### src/sts_defines.svh
// timing figures and peripheral slot positions for the snooze transition sequencer
`ifndef STS_DEFINES_SVH
`define STS_DEFINES_SVH

// ==========================================
// clock
`define STS_CLK_PERIOD_NS 100

// ==========================================
// stop to snooze oscillator waits, ns
`define STS_HOCO_NORM_MIN_NS 3900
`define STS_HOCO_FAST_MIN_NS 600
`define STS_MOCO_MIN_NS 1300
`define STS_MOCO_MAX_NS 2500

// ==========================================
// snooze to normal oscillator waits, ns
`define STS_WAKE_HOCO_MIN_NS 300
`define STS_WAKE_MOCO_MIN_NS 600

// ==========================================
// clock-cycle waits after clocks return
`define STS_CYC_VECTORED 10
`define STS_CYC_PLAIN 4

// least times round up, longest round down, never below one cycle
`define STS_NS_CEIL(ns) ((((ns) + `STS_CLK_PERIOD_NS - 1) / `STS_CLK_PERIOD_NS) > 0 ? \
  (((ns) + `STS_CLK_PERIOD_NS - 1) / `STS_CLK_PERIOD_NS) : 1)
`define STS_NS_FLOOR(ns) ((((ns) / `STS_CLK_PERIOD_NS) > 0) ? ((ns) / `STS_CLK_PERIOD_NS) : 1)

// ==========================================
// peripheral slots allowed to run in snooze
`define STS_PERIPH_NUM 6
`define STS_SLOT_ADC 0
`define STS_SLOT_SERIAL_ARRAY_UNIT 1
`define STS_SLOT_REMOTE_CONTROL_RECEIVER 2
`define STS_SLOT_DATA_TRANSFER_CONTROLLER 3
`define STS_SLOT_SNOOZE_SEQUENCER 4
`define STS_SLOT_CAPACITIVE_SENSING_UNIT 5

`endif

### src/sts_pkg.sv
// types shared by the snooze transition sequencer
package sts_pkg;

  // ==========================================
  // sequencer states
  typedef enum logic [2:0] {
    ST_RUN,
    ST_STOP,
    ST_OSC_SNZ,
    ST_SNOOZE,
    ST_OSC_WAKE,
    ST_CYC_WAIT
  } sts_state_t;

  // ==========================================
  // cpu clock source in use
  typedef enum logic [1:0] {
    SRC_HOCO,
    SRC_MOCO,
    SRC_OTHER
  } sts_src_t;

  // ==========================================
  // one-cycle requests from the standby controller
  typedef struct packed {
    logic stopEnter;
    logic snoozeReq;
    logic snoozeDone;
    logic wakeReq;
  } sts_req_t;

endpackage

### src/sts_snooze_sequencer.sv
// snooze entry decision, oscillator waits and clock release sequencing
`timescale 1ns/1ps
`include "sts_defines.svh"

// What this block does
// snooze entry only when pre-entry cpu clock is high- or middle-speed oscillator
// in snooze adc, serial array, remote rx, transfer controller, sequencer, sensing may run
// stop to snooze on high-speed oscillator, normal start: wait 3.9 to 5.2 us
// stop to snooze on high-speed oscillator, fast wakeup: wait 0.6 to 0.8 us
// stop to snooze on middle-speed oscillator: wait 1.3 to 2.5 us
// snooze to normal, high-speed: 0.3 to 0.4 us plus 10-11 or 4-5 cycles
// snooze to normal, middle-speed: 0.6 to 1.2 us plus 10-11 or 4-5 cycles
// middle-speed figures hold only while oscillator trim is at reset value; the block applies this to the stop to snooze wait only, not to the R7 wait
// clocks gated until oscillator wait ends, then cycle wait before execution
module sts_snooze_sequencer #(
  parameter int CNT_W = 8
) (
  // clock and reset
  input wire logic ref_clk,
  input wire logic reset,
  // standby controller requests
  input wire sts_pkg::sts_req_t req,
  input wire logic vectoredIrq,
  // clock configuration
  input wire sts_pkg::sts_src_t cpuClkSrc,
  input wire logic hocoFastWakeup,
  input wire logic midOscTrimAtReset,
  input wire logic [`STS_PERIPH_NUM-1:0] periphSnoozeEn,
  // clock gates and status
  output logic cpuClkEn,
  output logic [`STS_PERIPH_NUM-1:0] periphClkEn,
  output logic snoozeActive,
  output logic entryRefused,
  output logic execResume
);

  // ==========================================
  // wait lengths in cycles
  localparam int HocoNormCyc = `STS_NS_CEIL(`STS_HOCO_NORM_MIN_NS);
  localparam int HocoFastCyc = `STS_NS_CEIL(`STS_HOCO_FAST_MIN_NS);
  localparam int MocoCyc = `STS_NS_CEIL(`STS_MOCO_MIN_NS);
  localparam int MocoUntrimCyc = `STS_NS_FLOOR(`STS_MOCO_MAX_NS);
  localparam int WakeHocoCyc = `STS_NS_CEIL(`STS_WAKE_HOCO_MIN_NS);
  localparam int WakeMocoCyc = `STS_NS_CEIL(`STS_WAKE_MOCO_MIN_NS);
  localparam int CycVect = `STS_CYC_VECTORED;
  localparam int CycPlain = `STS_CYC_PLAIN;

  sts_pkg::sts_state_t state_q, state_d;
  sts_pkg::sts_src_t src_q;
  logic fast_q;
  logic trimOk_q;
  logic vect_q;
  logic [CNT_W-1:0] cnt_q, cnt_d;
  logic entryOk;

  // only the two on-chip oscillators can keep clocking snooze peripherals
  assign entryOk = (src_q == sts_pkg::SRC_HOCO) || (src_q == sts_pkg::SRC_MOCO);

  // ==========================================
  // source captured at stop entry
  always_ff @(posedge ref_clk) begin
    if (reset) begin
      src_q <= sts_pkg::SRC_OTHER;
      fast_q <= 1'b0;
      trimOk_q <= 1'b1;
    end else if (state_q == sts_pkg::ST_RUN && req.stopEnter) begin
      src_q <= cpuClkSrc;
      fast_q <= hocoFastWakeup;
      trimOk_q <= midOscTrimAtReset;
    end
  end

  // ==========================================
  // interrupt kind latched with the wake request
  always_ff @(posedge ref_clk) begin
    if (reset) begin
      vect_q <= 1'b0;
    end else if ((state_q == sts_pkg::ST_SNOOZE || state_q == sts_pkg::ST_STOP) && req.wakeReq) begin
      vect_q <= vectoredIrq;
    end
  end

  // ==========================================
  // state and wait counter
  always_comb begin
    state_d = state_q;
    cnt_d = (cnt_q != '0) ? cnt_q - 1'b1 : cnt_q;
    case (state_q)
      sts_pkg::ST_RUN: begin
        if (req.stopEnter) begin
          state_d = sts_pkg::ST_STOP;
        end
      end
      sts_pkg::ST_STOP: begin
        if (req.wakeReq) begin
          state_d = sts_pkg::ST_OSC_WAKE;
          cnt_d = (src_q == sts_pkg::SRC_HOCO) ? CNT_W'(WakeHocoCyc - 1)
                                                : CNT_W'(WakeMocoCyc - 1);
        end else if (req.snoozeReq && entryOk) begin
          state_d = sts_pkg::ST_OSC_SNZ;
          if (src_q == sts_pkg::SRC_HOCO) begin
            cnt_d = fast_q ? CNT_W'(HocoFastCyc - 1) : CNT_W'(HocoNormCyc - 1);
          end else begin
            // untrimmed oscillator runs unknown: take the longest figure
            cnt_d = trimOk_q ? CNT_W'(MocoCyc - 1) : CNT_W'(MocoUntrimCyc - 1);
          end
        end
      end
      sts_pkg::ST_OSC_SNZ: begin
        if (cnt_q == '0) begin
          state_d = sts_pkg::ST_SNOOZE;
        end
      end
      sts_pkg::ST_SNOOZE: begin
        if (req.wakeReq) begin
          state_d = sts_pkg::ST_OSC_WAKE;
          cnt_d = (src_q == sts_pkg::SRC_HOCO) ? CNT_W'(WakeHocoCyc - 1)
                                                : CNT_W'(WakeMocoCyc - 1);
        end else if (req.snoozeDone) begin
          state_d = sts_pkg::ST_STOP;
        end
      end
      sts_pkg::ST_OSC_WAKE: begin
        if (cnt_q == '0) begin
          state_d = sts_pkg::ST_CYC_WAIT;
          cnt_d = vect_q ? CNT_W'(CycVect - 1) : CNT_W'(CycPlain - 1);
        end
      end
      sts_pkg::ST_CYC_WAIT: begin
        if (cnt_q == '0) begin
          state_d = sts_pkg::ST_RUN;
        end
      end
      default: begin
        state_d = sts_pkg::ST_RUN;
      end
    endcase
  end

  always_ff @(posedge ref_clk) begin
    if (reset) begin
      state_q <= sts_pkg::ST_RUN;
      cnt_q <= '0;
    end else begin
      state_q <= state_d;
      cnt_q <= cnt_d;
    end
  end

  // ==========================================
  // clock gates
  always_ff @(posedge ref_clk) begin
    if (reset) begin
      cpuClkEn <= 1'b1;
      periphClkEn <= '1;
    end else begin
      // clocks return only once the oscillator wait has run out
      cpuClkEn <= (state_d == sts_pkg::ST_RUN) || (state_d == sts_pkg::ST_CYC_WAIT);
      if (state_d == sts_pkg::ST_SNOOZE) begin
        periphClkEn <= periphSnoozeEn;
      end else if (state_d == sts_pkg::ST_RUN || state_d == sts_pkg::ST_CYC_WAIT) begin
        periphClkEn <= '1;
      end else begin
        periphClkEn <= '0;
      end
    end
  end

  // ==========================================
  // status pulses and levels
  always_ff @(posedge ref_clk) begin
    if (reset) begin
      snoozeActive <= 1'b0;
      entryRefused <= 1'b0;
      execResume <= 1'b0;
    end else begin
      snoozeActive <= (state_d == sts_pkg::ST_SNOOZE);
      entryRefused <= (state_q == sts_pkg::ST_STOP) && req.snoozeReq && !req.wakeReq
                      && !entryOk;
      execResume <= (state_q == sts_pkg::ST_CYC_WAIT) && (cnt_q == '0);
    end
  end

  // ==========================================
  // checks: dwell counts cycles spent in the current state
  logic [CNT_W-1:0] dwell_q;
  always_ff @(posedge ref_clk) begin
    if (reset || state_d != state_q) begin
      dwell_q <= '0;
    end else begin
      dwell_q <= dwell_q + 1'b1;
    end
  end
endmodule

### config.mk
export PLATFORM = sky130hd
export DESIGN_NAME = sts_snooze_sequencer
export DESIGN_NICKNAME = d
export VERILOG_FILES = /design/src/sts_pkg.sv /design/src/sts_snooze_sequencer.sv
export VERILOG_INCLUDE_DIRS = /design/src
export SDC_FILE = /design/constraint.sdc
export NUM_CORES = 1
export LEC_CHECK = 0
export ABC_AREA = 0
export ABC_CLOCK_PERIOD_IN_PS = 6600
export BUFFER_PORTS_ARGS = -buffer_cell sky130_fd_sc_hd__buf_2
export CAP_MARGIN = 20
export CORE_UTILIZATION = 30
export CTS_CLUSTER_SIZE = 24
export DETAILED_ROUTE_END_ITERATION = 8
export PLACE_DENSITY = 0.46
export SLEW_MARGIN = 0
export SYNTH_ARGS = -nofsm -noshare
export SYNTH_HDL_FRONTEND = slang
export SYNTH_SLANG_ARGS = --single-unit
export TNS_END_PERCENT = 50
### constraint.sdc
create_clock -name ref_clk -period 6.6 [get_ports ref_clk]
set_input_delay 0.33 -clock ref_clk [delete_from_list [all_inputs] [get_ports ref_clk]]
set_output_delay 0.33 -clock ref_clk [all_outputs]
set_load 0.01 [all_outputs]
==> impl_metrics.csv <==
group,metric,value,unit
clocking,clockBufferDepth,2,
floorplanning,initial_utilization,0.3103,
route,first_iter_violations,66,
setup_path,r2r_start,"cnt_q[1]",
setup_path,path_class,"reg -> reg",
floorplanning,core,4354,um^2
setup_path,arrival,2740,ps
clocking,cts_buffers,3,
yosys,synth_cells,154,
setup_path,start_kind,"flop",
cells_and_area,drive_above_1_share,0.2247,
yosys,yosysUniqueCellTypes,47,
pwr,leakagePower,0.6326,nW
pwr,p_sw_frac,0.4172,
pwr,p_clk_frac,0.150,
clocking,hold_buffers,0,
sta,finalCritPeriodShare,0.3889,
route,wl,3.170,mm
sta,hold_viol,0,
clocking,root_buffer,"clkbuf_8",
sta,grt_setup_unrepaired,"no",
clocking,cts_tree,"done",
pwr,max-vdd-ir-drop,0.1545,mV
yosys,seq_area_frac_synth,0.3852,
cells_and_area,fin_area,1523,um^2
place,place_congestion,0.8591,
global_routing,grt_max_degree,15,
min_path,hold_end,"periphClkEn[1]",
floorplanning,die-area,4777,um^2
sta,clock_skew,4.671,ps
cells_and_area,area_delta_synth_final,12.69,%
floorplanning,die_h,69.12,um
outcome,status,"completed",
clocking,cts_max_level,1,
cells_and_area,final_cells,230,
global_routing,grt_pass1_vias,1139,
global_routing,grt_pass1_wl,5.195,mm
pwr,switchingPower,0.0003006,W
min_path,hold_path.class,"in -> reg",
clocking,cts_sinks,26,
min_path,min_path_cells,2,
route,drt_pass1_iterations,4,
yosys,synthesis.area,1351,um^2
place,io_buffers,26,
place,place_inst,226,
pwr,pwr-share-comb,0.483,
setup_path,crit_fanout,9,
yosys,avgSynthCellArea,8.775,um^2
clocking,clkTransAtPathRegs,100,ps
route,via_per_inst,5.317,
global_routing,antenna_found_initial,0,
route,wl_per_cell,13.78,um
pwr,internal_power,0.0004199,W
setup_path,required,6770,ps
route,detail-route-antenna-nets,0,
cells_and_area,diodes,0,
yosys,synth_edf_count,0,
floorplanning,num_rows,24,
clocking,cts_resized,0,
global_routing,overflow,0,
route,vias,1223,
setup_path,rr_worst_depth,10,
cells_and_area,final_nets,198,
sta,setup_viol,0,
floorplanning,pin_count,27,
sta,slew-limit-headroom,0.6088,
min_path,min-delay-start,"periphSnoozeEn[1]",
place,dpl.hpwl,2.392,mm
yosys,yosysWarnings,0,
cells_and_area,fill_cells,458,
place,dpl-instance-area,1468,um^2
clocking,worstSkewPairLatency,280,ps
yosys,syn_nets,173,
setup_path,rrSetupSlack,4030,ps
pwr,pwr-share-seq,0.367,
cells_and_area,seq_area,520.5,um^2
cells_and_area,multiInputGateArea,729.5,um^2
setup_path,end_kind,"flop",
flow_run,drv_cap,0,
sta,tightest_slew,582.8,ps
setup_path,rr_endpoint,"cnt_q[0]",
clocking,post_cts_buffers,0,
sta,final_max_slew_viol_count,0,
route,drcViolationCount,0,
sta,final.min_clock_period,2567,ps
yosys,synth_ff_type,"dfxtp_1",
global_routing,track_usage,0.1322,
floorplanning,dieWidth,69.12,um
sta,timing.setup.tns,0,ps
sta,clock.fmax,389.6,MHz
pwr,p_per_area,473.2,nW/um^2
yosys,async_reset_ff_frac,0,
yosys,ys_seq_elements,26,
==> metal layers <==
| layer | wire [um] | global-route usage | up-vias |
|---|---|---|---|
| met3 | 126 | 0.02193 | 6 |
| li1 | - | - | 606 |
| met4 | 38 | 0.03628 | 0 |
| met2 | 1596 | 0.2384 | 45 |
| met1 | 1408 | 0.1606 | 566 |
| met5 | 0 | 0 | - |
==> final cells by class <==
| cell class | instances | share of cell area |
|---|---|---|
| sequential | 26 | 0.3418 |
| multi-input combinational | 116 | 0.4790 |
| timing repair buffer | 26 | 0.08546 |
| clock buffer | 4 | 0.03615 |
| inverter | 6 | 0.01479 |
| tap | 52 | 0.04273 |
==> stage by stage <==
stage / setup slack [ps] / utilization / total power (W) / hold WS [ps]
3_3_place_gp: 4163 / 0.3371 / 0.0006084 / 496.6
6_report: 4033 / 0.3497 / 0.0007205 / 241.7
2_1_floorplan: 4334 / - / 0.0005376 / 440.1
5_1_grt: 3831 / 0.3497 / 0.0007715 / 237.1
3_5_place_dp: 4042 / 0.3371 / 0.0006136 / 492.1
4_1_cts: 4023 / 0.3497 / 0.0007242 / 239.5
==> critical path, cell delays in order (launching register included) <==
cell and delay [ps]:
dfxtp_1 350, inv_1 60, ha_1 190, or4b_4 490, nor4_4 410, inv_2 190
ha_1 340, inv_1 80, o21ai_0 80, o21ai_0 170, a31oi_1 90
==> state kept, by name (all words and copies together), names as in the netlist <==
register and count:
execResume 1, src_q 2, snoozeActive 1, state_q 3, periphClkEn 6, fast_q 1, vect_q 1, cpuClkEn 1
entryRefused 1, trimOk_q 1, cnt_q 8
==> cells in the mapped netlist, types with 3 or more instances <==
| cell type | instances | area share |
|---|---|---|
| nand3b_1 | 4 | 0.022 |
| nand2_1 | 18 | 0.050 |
| xor2_1 | 3 | 0.019 |
| o22ai_1 | 3 | 0.014 |
| a31oi_1 | 5 | 0.023 |
| nor3_1 | 3 | 0.011 |
| a21oi_1 | 7 | 0.026 |
| o21ai_0 | 6 | 0.022 |
| nor2_1 | 19 | 0.053 |
| nand2b_1 | 4 | 0.019 |
| inv_1 | 5 | 0.014 |
| nor2b_1 | 3 | 0.014 |
| a21o_1 | 6 | 0.033 |
| dfxtp_1 | 26 | 0.39 |
==> how the worst max path moves through the flow <==
stage	from	end	slack, ps	cells after the start
after floorplan	cnt_q[1]	cnt_q[0]	4330	10
after global placement	cnt_q[0]	cnt_q[0]	4160	10
after detailed placement	cnt_q[1]	cnt_q[0]	4040	10
after CTS	cnt_q[1]	cnt_q[0]	4020	10
after global routing	cnt_q[1]	cnt_q[0]	3830	10
final	cnt_q[1]	cnt_q[0]	4030	10
==> cell families (layout without fill, tap and decap cells) <==
kind of cell | count (synthesis) | after routing | synth area share
AND/OR/NAND/NOR | 66 | 66 | 0.2648
AO/OA/AOI/OAI | 41 | 41 | 0.2093
flip-flops | 26 | 26 | 0.3852
buffers and inverters | 12 | 36 | 0.07500
XOR/XNOR | 5 | 5 | 0.03241
adder cells (fa/ha/maj) | 2 | 2 | 0.01852
multiplexers | 2 | 2 | 0.01482
==> power by group through the flow <==
stage	combinational [W]	sequential [W]	clock [W]
after floorplan	0.000275	0.000262	0
after global placement	0.000341	0.000267	0
after detailed placement	0.000346	0.000268	0
after CTS	0.000349	0.000265	0.000110
after global routing	0.000387	0.000272	0.000113
final	0.000348	0.000265	0.000108
==> placed cells by master (no fill, tap or decap), drive strengths merged, types with 2 or more instances in the layout <==
master / synthesis / final
o2111ai: 2 / 2
xor2: 3 / 3
xnor2: 2 / 2
clkbuf: 4 / 4
a31oi: 5 / 5
a211oi: 2 / 2
o21ai: 6 / 6
dfxtp: 26 / 26
nand3: 2 / 2
inv: 6 / 6
nor2: 19 / 19
nor2b: 3 / 3
o22ai: 3 / 3
o211ai: 2 / 2
ha: 2 / 2
a21o: 7 / 7
mux2i: 2 / 2
nor3: 3 / 3
nand3b: 4 / 4
nand4b: 2 / 2
nand2b: 4 / 4
nand2: 18 / 18
nor4: 2 / 2
a21oi: 7 / 7
buf: 1 / 26
Power figures use the tool's default switching activity.
